`src/logic/dsw_pkg.sv`:
```
// Shared constants for the strobe, differential and warmup controller.
package dsw_pkg;

    // Register bus geometry.
    localparam int DSW_ADDR_W = 4;
    localparam int DSW_DATA_W = 32;

    // Register byte offsets.
    localparam logic [3:0] DSW_OFF_CFG = 4'h0;
    localparam logic [3:0] DSW_OFF_CMD = 4'h4;
    localparam logic [3:0] DSW_OFF_STAT = 4'h8;
    localparam logic [3:0] DSW_OFF_CAP = 4'hC;

    // Configuration register field positions.
    localparam int DSW_CFG_MODE_LSB = 0;
    localparam int DSW_CFG_DIFF_RE = 2;
    localparam int DSW_CFG_DIFF_DQS = 3;
    localparam int DSW_CFG_OWARM_LSB = 4;
    localparam int DSW_CFG_IWARM_LSB = 8;

    // Command register bits, each a write-one pulse.
    localparam int DSW_CMD_FULL_RST = 0;
    localparam int DSW_CMD_SYNC_RST = 1;
    localparam int DSW_CMD_LUN_RST = 2;

    // Width of a warmup count field and of a data byte.
    localparam int DSW_WARM_W = 4;
    localparam int DSW_BYTE_W = 8;

    // Data interface selection codes.
    localparam logic [1:0] DSW_MODE_SINGLE = 2'h0;
    localparam logic [1:0] DSW_MODE_VAR_A = 2'h1;
    localparam logic [1:0] DSW_MODE_VAR_B = 2'h2;
    localparam logic [1:0] DSW_MODE_BAD = 2'h3;

    // Values after reset.
    localparam logic [1:0] DSW_MODE_RST = DSW_MODE_SINGLE;
    localparam logic [3:0] DSW_WARM_RST = 4'h0;
    localparam logic DSW_DIFF_RST = 1'b0;

    // Bit positions in the synchronised pin vector.
    localparam int DSW_PIN_W = 16;
    localparam int DSW_PIN_CE_N = 15;
    localparam int DSW_PIN_CLE = 14;
    localparam int DSW_PIN_ALE = 13;
    localparam int DSW_PIN_WE_N = 12;
    localparam int DSW_PIN_RS_T = 11;
    localparam int DSW_PIN_RS_C = 10;
    localparam int DSW_PIN_DQS_T = 9;
    localparam int DSW_PIN_DQS_C = 8;
    localparam int DSW_PIN_DQ_LSB = 0;

    // Burst tracking states.
    typedef enum logic [1:0] {
        DSW_ST_IDLE,
        DSW_ST_OUT,
        DSW_ST_IN
    } dsw_burst_t;

endpackage

```
`src/logic/dsw_sync.sv`:
```
`timescale 1ns/1ps
`default_nettype none
// Two-stage synchroniser for a vector of pin levels.
module dsw_sync #(
    parameter int W = 16
) (
    // Clock and reset.
    input wire logic sys_clk,
    input wire logic sys_rst,
    // Raw pins and their synchronised levels.
    input wire logic [W-1:0] raw,
    output logic [W-1:0] level
);
    // Both stages live in one state word; only the second stage is read outside.
    typedef struct packed {
        logic [W-1:0] s1;
        logic [W-1:0] s2;
    } dsw_sync_st_t;

    dsw_sync_st_t st_q;
    dsw_sync_st_t st_d;

    // Shift the pins through the two stages.
    always_comb
    begin
        st_d = st_q;
        st_d.s1 = raw;
        st_d.s2 = st_q.s1;
    end

    // Register the stages.
    always_ff @(posedge sys_clk)
    begin
        if (sys_rst)
        begin
            st_q <= '0;
        end
        else
        begin
            st_q <= st_d;
        end
    end

    // The second stage is the only safe level to use.
    assign level = st_q.s2;
endmodule
`default_nettype wire

```
`src/logic/dsw_warm_cnt.sv`:
```
`timescale 1ns/1ps
`default_nettype none
// Counts the strobe edges of one burst's warmup phase.
module dsw_warm_cnt #(
    parameter int CNT_W = 4
) (
    // Clock and reset.
    input wire logic sys_clk,
    input wire logic sys_rst,
    // Burst start, per-edge step and abort.
    input wire logic start,
    input wire logic step,
    input wire logic clear,
    // Configured number of full warmup cycles.
    input wire logic [CNT_W-1:0] cycles,
    // High while warmup edges remain after the current one.
    output logic busy
);
    // Remaining edges; each warmup cycle is two edges.
    typedef struct packed {
        logic [CNT_W:0] left;
    } dsw_warm_st_t;

    dsw_warm_st_t st_q;
    dsw_warm_st_t st_d;

    // The start edge is itself the first warmup edge, so load one less.
    always_comb
    begin
        st_d = st_q;
        if (clear)
        begin
            st_d.left = '0;
        end
        else if (start)
        begin
            // A zero count means no warmup at all.
            st_d.left = (cycles == '0) ? '0 : (CNT_W + 1)'({cycles, 1'b0} - 1'b1);
        end
        else if (step && (st_q.left != '0))
        begin
            st_d.left = st_q.left - 1'b1;
        end
    end

    // Register the count.
    always_ff @(posedge sys_clk)
    begin
        if (sys_rst)
        begin
            st_q <= '0;
        end
        else
        begin
            st_q <= st_d;
        end
    end

    assign busy = (st_q.left != '0);
endmodule
`default_nettype wire

```
`src/logic/dsw_ctrl.sv`:
```
// Local design decisions: the register addresses and the Avalon-MM interface to the registers.
`timescale 1ns/1ps
`default_nettype none
// How it works
// - Differential pairs only in double-rate modes.
// - Capability register advertises complementary signal support.
// - Differential signaling off after reset.
// - Separate enables for read and data strobe.
// - Complement active only if double-rate and enabled.
// - Variant A full reset clears differential enables.
// - Variant B full reset keeps differential enables.
// - Sync and unit resets keep differential enables.
// - Output warmup toggles strobe, drives no data.
// - Each warmup cycle is rising plus falling.
// - Input warmup strobe cycles: data lines ignored.
// - Independent warmup counts for output and input.
// - Warmup applies to every command in double-rate.
// - Warmup at start of every enabled burst.
// - Latch or chip enable rising ends burst.
// - New warmup setting applies to following commands.
module dsw_ctrl
    import dsw_pkg::*;
#(
    parameter bit SUP_RE_COMP = 1'b1,
    parameter bit SUP_DQS_COMP = 1'b1
) (
    // Clock and reset.
    input wire logic sys_clk,
    input wire logic sys_rst,
    // Avalon-MM register slave.
    input wire logic [dsw_pkg::DSW_ADDR_W-1:0] avs_address,
    input wire logic avs_read,
    input wire logic avs_write,
    input wire logic [dsw_pkg::DSW_DATA_W-1:0] avs_writedata,
    input wire logic [3:0] avs_byteenable,
    output logic [dsw_pkg::DSW_DATA_W-1:0] avs_readdata,
    output logic avs_waitrequest,
    // Control pins driven by the host.
    input wire logic ce_n,
    input wire logic cle,
    input wire logic ale,
    input wire logic we_n,
    input wire logic read_strobe_true,
    input wire logic read_strobe_comp,
    // Data strobe pair, two-way.
    input wire logic data_strobe_true,
    output logic data_strobe_true_drive,
    output logic data_strobe_true_oe,
    input wire logic data_strobe_comp,
    output logic data_strobe_comp_drive,
    output logic data_strobe_comp_oe,
    // Data bus, two-way.
    input wire logic [dsw_pkg::DSW_BYTE_W-1:0] data_bus,
    output logic [dsw_pkg::DSW_BYTE_W-1:0] data_bus_drive,
    output logic data_bus_oe,
    // Byte stream toward the array side.
    input wire logic [dsw_pkg::DSW_BYTE_W-1:0] out_byte,
    output logic out_take,
    output logic [dsw_pkg::DSW_BYTE_W-1:0] in_byte,
    output logic in_valid,
    // Live differential status.
    output logic read_strobe_comp_active,
    output logic data_strobe_comp_active
);
    import dsw_pkg::*;
    // State of the controller apart from the synchroniser and the warmup counters.
    typedef struct packed {
        dsw_burst_t burst;
        logic [1:0] mode;
        logic diff_re_en;
        logic diff_dqs_en;
        logic [DSW_WARM_W-1:0] owarm;
        logic [DSW_WARM_W-1:0] iwarm;
        logic [2:0] ctl_prev;
        logic we_prev;
        logic rs_lvl;
        logic dqsi_lvl;
        logic bus_wait;
        logic [DSW_DATA_W-1:0] rdata;
        logic dqs_drv;
        logic dqs_oe;
        logic dqs_comp_drv;
        logic dqs_comp_oe;
        logic [DSW_BYTE_W-1:0] dq_drv;
        logic dq_oe;
        logic [DSW_BYTE_W-1:0] in_byte;
        logic in_valid;
        logic out_take;
        logic re_act;
        logic dqs_act;
    } dsw_ctrl_st_t;
    dsw_ctrl_st_t st_q;
    dsw_ctrl_st_t st_d;
    // Synchronised pins and helper terms.
    logic [DSW_PIN_W-1:0] pin;
    logic [2:0] ctl_now;
    logic bus_req, cfg_wr, cmd_wr, full_rst, soft_rst, ddr, link_sel, end_evt;
    logic rs_next, dqsi_next, rs_edge, dqsi_edge, we_rise;
    logic start_o, start_i, out_ev, in_ev, warm_o, warm_i, o_busy, i_busy, cnt_clear;
    logic [DSW_DATA_W-1:0] cfg_word, cfg_new, rd_val;
    // Every pin from the host crosses two flops before any use.
    dsw_sync #(.W(DSW_PIN_W)) u_sync (
        .sys_clk(sys_clk),
        .sys_rst(sys_rst),
        .raw({ce_n, cle, ale, we_n, read_strobe_true, read_strobe_comp,
              data_strobe_true, data_strobe_comp, data_bus}),
        .level(pin)
    );
    // Output and input warmup are counted apart, each with its own length.
    dsw_warm_cnt #(.CNT_W(DSW_WARM_W)) u_warm_out (
        .sys_clk(sys_clk),
        .sys_rst(sys_rst),
        .start(start_o),
        .step(out_ev),
        .clear(cnt_clear),
        .cycles(st_q.owarm),
        .busy(o_busy)
    );
    dsw_warm_cnt #(.CNT_W(DSW_WARM_W)) u_warm_in (
        .sys_clk(sys_clk),
        .sys_rst(sys_rst),
        .start(start_i),
        .step(in_ev),
        .clear(cnt_clear),
        .cycles(st_q.iwarm),
        .busy(i_busy)
    );
    // Next-state logic: bus slave, configuration, burst tracking and strobes.
    always_comb
    begin
        st_d = st_q;
        st_d.out_take = 1'b0;
        st_d.in_valid = 1'b0;
        start_o = 1'b0;
        start_i = 1'b0;
        // The configuration word as software sees it; unused bits read zero.
        cfg_word = '0;
        cfg_word[DSW_CFG_MODE_LSB +: 2] = st_q.mode;
        cfg_word[DSW_CFG_DIFF_RE] = st_q.diff_re_en;
        cfg_word[DSW_CFG_DIFF_DQS] = st_q.diff_dqs_en;
        cfg_word[DSW_CFG_OWARM_LSB +: DSW_WARM_W] = st_q.owarm;
        cfg_word[DSW_CFG_IWARM_LSB +: DSW_WARM_W] = st_q.iwarm;
        // Merge write data into the configuration word by byte lane.
        cfg_new = cfg_word;
        for (int b = 0; b < 4; b++)
        begin
            if (avs_byteenable[b])
            begin
                cfg_new[8*b +: 8] = avs_writedata[8*b +: 8];
            end
        end
        // One wait cycle per access; the access completes when wait is low.
        bus_req = avs_read | avs_write;
        st_d.bus_wait = ~(bus_req & st_q.bus_wait);
        cfg_wr = avs_write & ~st_q.bus_wait & (avs_address == DSW_OFF_CFG);
        cmd_wr = avs_write & ~st_q.bus_wait & (avs_address == DSW_OFF_CMD) & avs_byteenable[0];
        full_rst = cmd_wr & avs_writedata[DSW_CMD_FULL_RST];
        soft_rst = cmd_wr & (avs_writedata[DSW_CMD_SYNC_RST] | avs_writedata[DSW_CMD_LUN_RST]);
        // Read mux; unmapped offsets and the command register read zero.
        case (avs_address)
            DSW_OFF_CFG: rd_val = cfg_word;
            DSW_OFF_STAT: rd_val = {26'h0, o_busy, i_busy, st_q.burst, st_q.dqs_act, st_q.re_act};
            DSW_OFF_CAP: rd_val = {30'h0, SUP_DQS_COMP, SUP_RE_COMP};
            default: rd_val = '0;
        endcase
        if (bus_req && st_q.bus_wait)
        begin
            st_d.rdata = rd_val;
        end
        // Configuration write; a reserved mode code leaves the mode alone.
        // Counts written here are picked up at the next burst start.
        if (cfg_wr)
        begin
            if (cfg_new[DSW_CFG_MODE_LSB +: 2] != DSW_MODE_BAD)
            begin
                st_d.mode = cfg_new[DSW_CFG_MODE_LSB +: 2];
            end
            // An enable sticks only where the pin pair is supported.
            st_d.diff_re_en = cfg_new[DSW_CFG_DIFF_RE] & SUP_RE_COMP;
            st_d.diff_dqs_en = cfg_new[DSW_CFG_DIFF_DQS] & SUP_DQS_COMP;
            st_d.owarm = cfg_new[DSW_CFG_OWARM_LSB +: DSW_WARM_W];
            st_d.iwarm = cfg_new[DSW_CFG_IWARM_LSB +: DSW_WARM_W];
        end
        // A full reset drops the enables only in variant A; sync and unit resets never do.
        if (full_rst && (st_q.mode == DSW_MODE_VAR_A))
        begin
            st_d.diff_re_en = DSW_DIFF_RST;
            st_d.diff_dqs_en = DSW_DIFF_RST;
        end
        // Complements count only in a double-rate mode with the enable set.
        st_d.re_act = (st_d.mode != DSW_MODE_SINGLE) & st_d.diff_re_en;
        st_d.dqs_act = (st_d.mode != DSW_MODE_SINGLE) & st_d.diff_dqs_en;
        // Pin levels; an active differential pair moves only when its two halves differ.
        ddr = (st_q.mode != DSW_MODE_SINGLE);
        ctl_now = {pin[DSW_PIN_CE_N], pin[DSW_PIN_CLE], pin[DSW_PIN_ALE]};
        link_sel = (ctl_now == 3'h0);
        end_evt = |(ctl_now & ~st_q.ctl_prev);
        we_rise = pin[DSW_PIN_WE_N] & ~st_q.we_prev;
        rs_next = pin[DSW_PIN_RS_T];
        if (st_q.re_act && (pin[DSW_PIN_RS_T] == pin[DSW_PIN_RS_C]))
        begin
            rs_next = st_q.rs_lvl;
        end
        dqsi_next = pin[DSW_PIN_DQS_T];
        if (st_q.dqs_act && (pin[DSW_PIN_DQS_T] == pin[DSW_PIN_DQS_C]))
        begin
            dqsi_next = st_q.dqsi_lvl;
        end
        rs_edge = rs_next ^ st_q.rs_lvl;
        dqsi_edge = (dqsi_next ^ st_q.dqsi_lvl) & ~st_q.dqs_oe;
        st_d.rs_lvl = rs_next;
        st_d.dqsi_lvl = dqsi_next;
        st_d.ctl_prev = ctl_now;
        st_d.we_prev = pin[DSW_PIN_WE_N];
        // Burst entry; warmup is armed on every double-rate burst, any command.
        case (st_q.burst)
            DSW_ST_IDLE:
            begin
                if (link_sel && rs_edge)
                begin
                    st_d.burst = DSW_ST_OUT;
                    start_o = ddr;
                end
                else if (link_sel && (ddr ? dqsi_edge : we_rise))
                begin
                    st_d.burst = DSW_ST_IN;
                    start_i = ddr;
                end
            end
            DSW_ST_OUT, DSW_ST_IN: st_d.burst = st_q.burst;
            default: st_d.burst = DSW_ST_IDLE;
        endcase
        // A rising latch or chip enable closes the burst; a pause alone does not.
        cnt_clear = end_evt | full_rst | soft_rst;
        if (cnt_clear)
        begin
            st_d.burst = DSW_ST_IDLE;
            start_o = 1'b0;
            start_i = 1'b0;
        end
        // Output burst: double rate uses both edges, single rate the rising one.
        out_ev = rs_edge & (st_d.burst == DSW_ST_OUT) & (ddr | rs_next);
        warm_o = start_o ? (st_q.owarm != '0) : o_busy;
        if (out_ev)
        begin
            if (warm_o)
            begin
                // Warmup edges carry no data, so the bus stays released.
                st_d.dq_oe = 1'b0;
            end
            else
            begin
                st_d.dq_oe = 1'b1;
                st_d.dq_drv = out_byte;
                st_d.out_take = 1'b1;
            end
        end
        // In double rate the data strobe mirrors the read strobe through warmup and data.
        st_d.dqs_oe = (st_d.burst == DSW_ST_OUT) & ddr;
        st_d.dqs_drv = st_d.dqs_oe & rs_next;
        st_d.dqs_comp_oe = st_d.dqs_oe & st_d.dqs_act;
        st_d.dqs_comp_drv = st_d.dqs_comp_oe & ~rs_next;
        if (st_d.burst != DSW_ST_OUT)
        begin
            st_d.dq_oe = 1'b0;
        end
        // Input burst: bytes on strobe edges once warmup is spent.
        in_ev = (st_d.burst == DSW_ST_IN) & (ddr ? dqsi_edge : we_rise);
        warm_i = start_i ? (st_q.iwarm != '0) : i_busy;
        if (in_ev && !warm_i)
        begin
            st_d.in_byte = pin[DSW_PIN_DQ_LSB +: DSW_BYTE_W];
            st_d.in_valid = 1'b1;
        end
    end
    // Register the state; every output below is read straight from it.
    always_ff @(posedge sys_clk)
    begin
        if (sys_rst)
        begin
            st_q <= '0;
            st_q.mode <= DSW_MODE_RST;
            st_q.diff_re_en <= DSW_DIFF_RST;
            st_q.diff_dqs_en <= DSW_DIFF_RST;
            st_q.owarm <= DSW_WARM_RST;
            st_q.iwarm <= DSW_WARM_RST;
            st_q.bus_wait <= 1'b1;
        end
        else
        begin
            st_q <= st_d;
        end
    end
    // Port drivers.
    assign avs_readdata = st_q.rdata;
    assign avs_waitrequest = st_q.bus_wait;
    assign data_strobe_true_drive = st_q.dqs_drv;
    assign data_strobe_true_oe = st_q.dqs_oe;
    assign data_strobe_comp_drive = st_q.dqs_comp_drv;
    assign data_strobe_comp_oe = st_q.dqs_comp_oe;
    assign data_bus_drive = st_q.dq_drv;
    assign data_bus_oe = st_q.dq_oe;
    assign out_take = st_q.out_take;
    assign in_byte = st_q.in_byte;
    assign in_valid = st_q.in_valid;
    assign read_strobe_comp_active = st_q.re_act;
    assign data_strobe_comp_active = st_q.dqs_act;
endmodule
`default_nettype wire

```
`config.mk`:
```
export PLATFORM = sky130hd
export DESIGN_NAME = dsw_ctrl
export DESIGN_NICKNAME = d
export VERILOG_FILES = /design/src/logic/dsw_pkg.sv /design/src/logic/dsw_sync.sv /design/src/logic/dsw_warm_cnt.sv /design/src/logic/dsw_ctrl.sv
export SDC_FILE = /design/constraint.sdc
export NUM_CORES = 1
export LEC_CHECK = 0
export BUFFER_PORTS_ARGS = -buffer_cell sky130_fd_sc_hd__buf_2
export CAP_MARGIN = 20
export CORE_AREA = 5 5 95 97
export DETAILED_ROUTE_END_ITERATION = 16
export DIE_AREA = 0 0 100 102
export PLACE_DENSITY_LB_ADDON = 0.12
export SETUP_SLACK_MARGIN = 0.3
export SYNTH_ARGS = -nofsm -noshare
export SYNTH_HDL_FRONTEND = slang
export SYNTH_HIERARCHICAL = 1
export SYNTH_SLANG_ARGS = --single-unit
```
`constraint.sdc`:
```
create_clock -name sys_clk -period 6.5 [get_ports sys_clk]
set_input_delay 0.325 -clock sys_clk [delete_from_list [all_inputs] [get_ports sys_clk]]
set_output_delay 0.325 -clock sys_clk [all_outputs]
set_load 0.01 [all_outputs]
```
# After elaboration in Yosys (flattened, before gate mapping)
# Index checks and enable logic that the tools add are counted.
[word_totals]
ff_bits = 120
in_bits = 68
out_inout_bits = 58
wordCells = 138
[op_classes]
add_sub_neg = 4
n_eq_ne = 12
muxes = 30
bitwise = 34
n_reduce_logical = 31
[ops]
columns = ["op", "count"]
rows = [
  ["12-bit one-hot mux with 3 select lines", 1],
  ["5-bit 2-to-1 mux", 6],
  ["5-bit by 1-bit subtractor with 5-bit output (second input constant)", 4],
  ["1-bit AND", 18],
  ["1-bit 2-to-1 mux", 14],
  ["4-bit logical NOT", 3],
  ["12-bit 2-to-1 mux", 1],
  ["2-bit 2-to-1 mux", 5],
  ["5-bit nonzero test", 2],
  ["1-bit logical AND", 9],
  ["4-bit == test (second input constant)", 2],
  ["8-bit 2-to-1 mux", 1],
  ["2-bit nonzero test", 4],
  ["4-bit nonzero test", 2],
  ["2-bit OR reduction", 4],
  ["1-bit inverter", 7],
  ["2-bit by 1-bit == test with 1-bit output (second input constant)", 3],
  ["2-bit AND reduction", 3],
  ["1-bit bitwise OR", 5],
  ["2-bit == test (second input constant)", 2],
  ["4-bit by 3-bit == test with 1-bit output (second input constant)", 1],
  ["4-bit 2-to-1 mux", 1],
  ["2-bit one-hot mux with 2 select lines", 1],
  ["3-bit AND", 1],
  ["other kinds (9)", 11],
]

# Longest topological paths before layout
[depth]
word_depth = 17
ltp_mapped = 9
mapped_depth_nobuf = 8

# Cells and area by module
# The synthesis kept the hierarchy.
[by_module_without_submodules]
columns = ["mod", "instances", "cells_per_inst", "area_per_inst_um2", "seq_area_each_um2"]
rows = [
  ["dsw_ctrl", 1, 309, 2757.6, 1161.1],
  ["dsw_sync", 1, 67, 863.3, 640.6],
  ["dsw_warm_cnt", 2, 42, 340.3, 100.1],
]

# Least setup slack after synthesis
# Ideal clock, no wire load.
[synth_timing]
kind = "input to register"
start = "in avs_address[3] (netlist name)"
end = "reg u_warm_out/st_q[3] (netlist name)"
setup_time_ns = 0.091
arrival_ns = 2.172
required_ns = 6.409
slack_ns = 4.237
path_stages = 9
n_path_buf = 1
cell_sequence = "buf_2 -> nand3b_1 -> nor3_4 -> nor3_1 -> o211ai_1 -> inv_1 -> or4b_1 -> a211o_1 -> a311oi_1"
[synth_via]
elab_chain_len = 12
word_cells_on_any_way = 16
classes_between = "eq/ne (2); mux (3); bitwise (8); reduce/logical (3)"
[synth_rtl]
columns = ["item", "line_no", "source"]
rows = [
  ["from (decl)", "dsw_ctrl.sv:31", "input wire logic [dsw_pkg::DSW_ADDR_W-1:0] avs_address,"],
  ["4-bit by 3-bit == test with 1-bit output *", "dsw_ctrl.sv:156", "cmd_wr = avs_write & ~st_q.bus_wait & (avs_address == DSW_OFF_CMD) & avs_byteenable[0];"],
  ["1-bit AND * (2 in series)", "dsw_ctrl.sv:156", ""],
  ["1-bit AND", "dsw_ctrl.sv:157", "full_rst = cmd_wr & avs_writedata[DSW_CMD_FULL_RST];"],
  ["1-bit bitwise OR", "dsw_ctrl.sv:234", "cnt_clear = end_evt | full_rst | soft_rst;"],
  ["1-bit bitwise OR *", "dsw_ctrl.sv:234", ""],
  ["2-bit 2-to-1 mux *", "dsw_ctrl.sv:235", "if (cnt_clear)"],
  ["2-bit by 1-bit == test with 1-bit output *", "dsw_ctrl.sv:242", "out_ev = rs_edge & (st_d.burst == DSW_ST_OUT) & (ddr | rs_next);"],
  ["1-bit AND * (2 in series)", "dsw_ctrl.sv:242", ""],
  ["named net out_ev", "dsw_ctrl.sv:99", "logic start_o, start_i, out_ev, in_ev, warm_o, warm_i, o_busy, i_busy, cnt_clear;"],
  ["1-bit logical AND *", "dsw_warm_cnt.sv:40", "else if (step && (st_q.left != '0))"],
  ["2-bit nonzero test (no source line) *", "-", ""],
  ["to (signal assigned)", "dsw_warm_cnt.sv:55", "st_q <= st_d;"],
  ["to (decl)", "dsw_warm_cnt.sv:24", "dsw_warm_st_t st_q;"],
]
# Mark *: on every way through the listed nets, which the timed path passes. The rest lies on a longest branch.
# A chain may end at the register's enable or synchronous reset.

# Worst setup path after layout
[layout_timing]
start = "reg u_sync.st_q (netlist bit u_sync/level[13])"
end = "reg u_warm_out/st_q[3] (netlist name)"
[layout_via]
elab_chain_len = 11
word_cells_on_any_way = 21
classes_between = "eq/ne (1); mux (8); bitwise (5); reduce/logical (7)"
[layout_rtl]
columns = ["item", "line_no", "source"]
rows = [
  ["from (decl)", "dsw_sync.sv:20", "dsw_sync_st_t st_q;"],
  ["from (signal assigned)", "dsw_sync.sv:40", "st_q <= st_d;"],
  ["3-bit logical NOT", "dsw_ctrl.sv:196", "link_sel = (ctl_now == 3'h0);"],
  ["1-bit logical AND", "dsw_ctrl.sv:224", "else if (link_sel && (ddr ? dqsi_edge : we_rise))"],
  ["2-bit 2-to-1 mux", "dsw_ctrl.sv:224", ""],
  ["2-bit 2-to-1 mux", "dsw_ctrl.sv:219", "if (link_sel && rs_edge)"],
  ["2-bit one-hot mux with 2 select lines", "dsw_ctrl.sv:216", "case (st_q.burst)"],
  ["2-bit 2-to-1 mux *", "dsw_ctrl.sv:235", ""],
  ["2-bit by 1-bit == test with 1-bit output *", "dsw_ctrl.sv:242", ""],
  ["1-bit AND * (2 in series)", "dsw_ctrl.sv:242", ""],
  ["named net out_ev", "dsw_ctrl.sv:99", ""],
  ["1-bit logical AND *", "dsw_warm_cnt.sv:40", ""],
  ["2-bit nonzero test (no source line) *", "-", ""],
]
# Marked as above.

==> metrics.md <==
| Metric | Value |
|---|---|
| Peak supply drop | 130 µV |
| Outcome | completed |
| Clk_lat worst skew | 370 ps |
| Die width | 100 µm |
| # port buffers | 83 |
| WP data arrival | 2840 ps |
| Crit-path leading delay family | compound AO/OA/AOI/OAI gates |
| Post-synthesis simple-gate area fraction | 22.5% |
| Max transition margin | 32.8% |
| Slowest-stage cell, CP | or4b_1 |
| Adder-cell share of the synthesized area | 0.582% |
| Reg clk slew, reported paths | 110 ps |
| WHS | 152 ps |
| CTS tree | built |
| Most common cell after layout, fill and taps aside | dfxtp_1 |
| Slowest stage delay, CP | 480 ps |
| Residual DRC | 0 |
| H-tree depth | 3 |
| M3 GR Usage | 3.00% |
| Final worst path period share | 39.7% |
| Final min period | 2580 ps |
| Layout cells sized above 1 | 22.4% |
| Largest family of logic cells by synthesized area | simple AND/OR/NAND/NOR gates |
| First-pass GRT wire length | 13700 µm |
| Die area | 0.0102 mm² |
| # IOs | 126 |
| Postcts setup bufs | 0 |
| Post-CTS sizing | 0 |
| Crit path capture type | flop |
| Busiest metal layer after global routing | met2 |
| Post-Syn Area | 0.00430 mm² |
| Slew @ Worst Pin | 1000 ps |
| Post-DP HPWL | 6050 µm |
| N_diodes | 0 |
| Met2 global-route usage | 29.1% |
| Vias per cell | 5.04 |
| Vias | 3115 |
| Fraction of synthesized area in multiplexers | 7.10% |
| Critical-path cell list | nor3_1 -> a21boi_0 -> o211ai_1 -> inv_1 -> or4b_1 -> a211o_1 -> a311oi_1 |
| Hold Violations, Final | 0 |
| Core footprint | 0.00805 mm² |
| RSZ-0062 raised after global routing | no |
| Largest net degree at the start of global routing | 67 |
| Worst Reg-to-Reg Cells | 7 |
| Top FF cell, synth | dfxtp_1 |
| Worst Hold Depth | 2 |
| Number of synthesized register bits | 100 |
| Hold Crit Endpoint | u_sync/st_d[2] |
| Initial antenna violation count | 0 |
| Root Buffer | clkbuf_8 |
| Critical setup path kind | flop to flop |
| Synth cell types | 59 |
| WP data required | 6760 ps |
| FF/Latch Area | 0.00200 mm² |
| Cell count after synthesis | 460 |
| Max Fclk | 388 MHz |
| Setup Skew | 17.9 ps |
| Ys async rst share | 0% |
| Worst Setup Start Kind | flop |
| Post-layout util | 58.2% |
| GPL Wtd Cong | 0.816 |
| Synth Area in Compound Gates | 11.5% |
| Drt total wl | 8270 µm |
| WP buf/inv | 1 |
| Row cnt | 33 |
| Detailed Routing Iterations Pass 1 | 4 |
| Most frequent cells in the layout | dfxtp_1, buf_2, nand2_1 |
| Area of the multi-input gates | 0.00187 mm² |
| Antenna Nets Post-Route | 0 |
| Hold-fix buffers at CTS | 0 |
| Hold Crit Start | data_bus[2] |
| Vias in the first global route | 2960 |
| Die H | 102 µm |
| Gr usage total | 16.6% |
| Clock Tree Buf Depth | 2 |
| Total negative slack | 0 ps |
| Wire length per cell | 13.4 µm |
| Seq/Total Area, Yosys | 46.5% |
| Layout Nets | 578 |
| Warnings, synthesis | 6 |
| Area grow syn2layout | 8.84% |
| Total of max-cap violations | 0 |
| Total CTS buffers | 9 |
| Clock sinks | 100 |
| Leakage | 1.99 nW |
| Post-Synth XOR/XNOR Area | 0% |
| # fillers | 738 |
| RR Endpoint | u_warm_out/st_q[3] |
| Initial core utilization | 53.4% |
| Flop2flop setup slack | 3920 ps |
| Iter 0 DRT Violations | 108 |
| Max Fanout on Critical Path | 6 |
| P per Cell Area | 234 mW/mm² |
| GRT Residual Overflow | 0 |
| Worst min path class | input pin to flop |
| Worst r2r src | u_sync/level[13] |
| Avg Inst Size Synth | 9.35 µm² |
| Met1 global-route usage | 20.7% |
| Final setup viols | 0 |
| Slew Viols, Final | 0 |
| Number of enable flip-flop cells after synthesis | 0 |
## where the power goes
group / leakage (nW) / internal [mW] / switching, mW
registers: 0.813 / 0.625 / 0.00492
logic: 1.07 / 0.0272 / 0.0401
clock network: 0.106 / 0.156 / 0.243
## cell usage after synthesis, types with 3 or more instances
cell type / number / share of area, %
o21a_1: 6 / 1.0
and2_1: 3 / 0.44
nor2_1: 38 / 3.3
a22oi_1: 11 / 1.9
nor2b_1: 37 / 5.4
and3_1: 5 / 0.73
a21oi_1: 17 / 2.0
o21ai_1: 3 / 0.35
nand2b_1: 5 / 0.73
buf_4: 51 / 8.9
or4b_1: 4 / 0.93
inv_1: 11 / 0.96
nand2_1: 43 / 3.8
dfxtp_1: 100 / 47
a21boi_0: 4 / 0.70
nor4b_1: 4 / 0.81
mux2_2: 4 / 1.0
nand3b_1: 4 / 0.70
mux2i_1: 26 / 6.1
o311ai_0: 4 / 0.81
nor4_1: 6 / 0.87
nor3_1: 13 / 1.5
buf_2: 3 / 0.35
clkbuf_1: 8 / 0.70
## worst max-delay path by stage
stage | to | startpoint | slack (ps) | depth (start not counted)
global route | u_warm_out/st_q[3] | u_sync/level[13] | 3680 | 7
finish | u_warm_out/st_q[3] | u_sync/level[13] | 3920 | 7
floorplan | u_warm_out/st_q[3] | avs_address[3] | 4240 | 9
detailed placement | u_warm_out/st_q[3] | avs_writedata[0] | 3900 | 9
global placement | u_warm_out/st_q[3] | avs_writedata[0] | 3940 | 9
CTS | u_warm_out/st_q[3] | u_sync/level[13] | 3900 | 7
## metal layers
layer	part of all wire, %	up-vias	wire length, µm
met2	48	82	3980
met4	1.1	0	87
li1	-	1616	-
met3	5.6	8	462
met5	0	-	0
met1	45	1409	3740
## sequential cells by signal, indices dropped and copies added, names as in the netlist
register,cells
avs_readdata,12
avs_waitrequest,1
cfg_word,12
data_bus_drive,8
data_bus_oe,1
data_strobe_comp_active,1
data_strobe_comp_drive,1
data_strobe_comp_oe,1
data_strobe_true_drive,1
data_strobe_true_oe,1
in_byte,8
in_valid,1
out_take,1
read_strobe_comp_active,1
st_q,8
u_sync/level,16
u_sync/st_d,16
u_warm_in/st_q,5
u_warm_out/st_q,5
## kinds of logic after synthesis
group / count (synthesis)
other: 1
buffers and inverters: 78
adders and majority gates: 2
DFF: 100
and+or+nand+nor: 180
muxes: 30
AOI/OAI and AO/OA: 69
## metrics by stage
step / instances / setup slack [ps] / instance area (µm²) / power, mW
final: 618 / 3920 / 4680 / 1.10
after global placement: 602 / 3940 / 4470 / 0.709
after CTS: 618 / 3900 / 4680 / 1.11
after global routing: 618 / 3680 / 4680 / 1.15
after floorplan: 479 / 4240 / 4370 / 0.698
after detailed placement: 602 / 3900 / 4470 / 0.711
## worst register-to-register path: stages, from the launching register on
cell,delay (ps)
dfxtp_1,340
nor3_1,230
a21boi_0,450
o211ai_1,220
inv_1,190
or4b_1,480
a211o_1,280
a311oi_1,270
## area by class of cell
type                       count  area share (%)
clock inverter                 7            1.90
sequential                   100            42.8
tap                          105            2.81
timing repair buffer          84            9.03
clock buffer                   9            2.65
multi-input combinational    301            39.9
inverter                      12           0.962
Note: power is estimated with default switching activity, not from simulation.
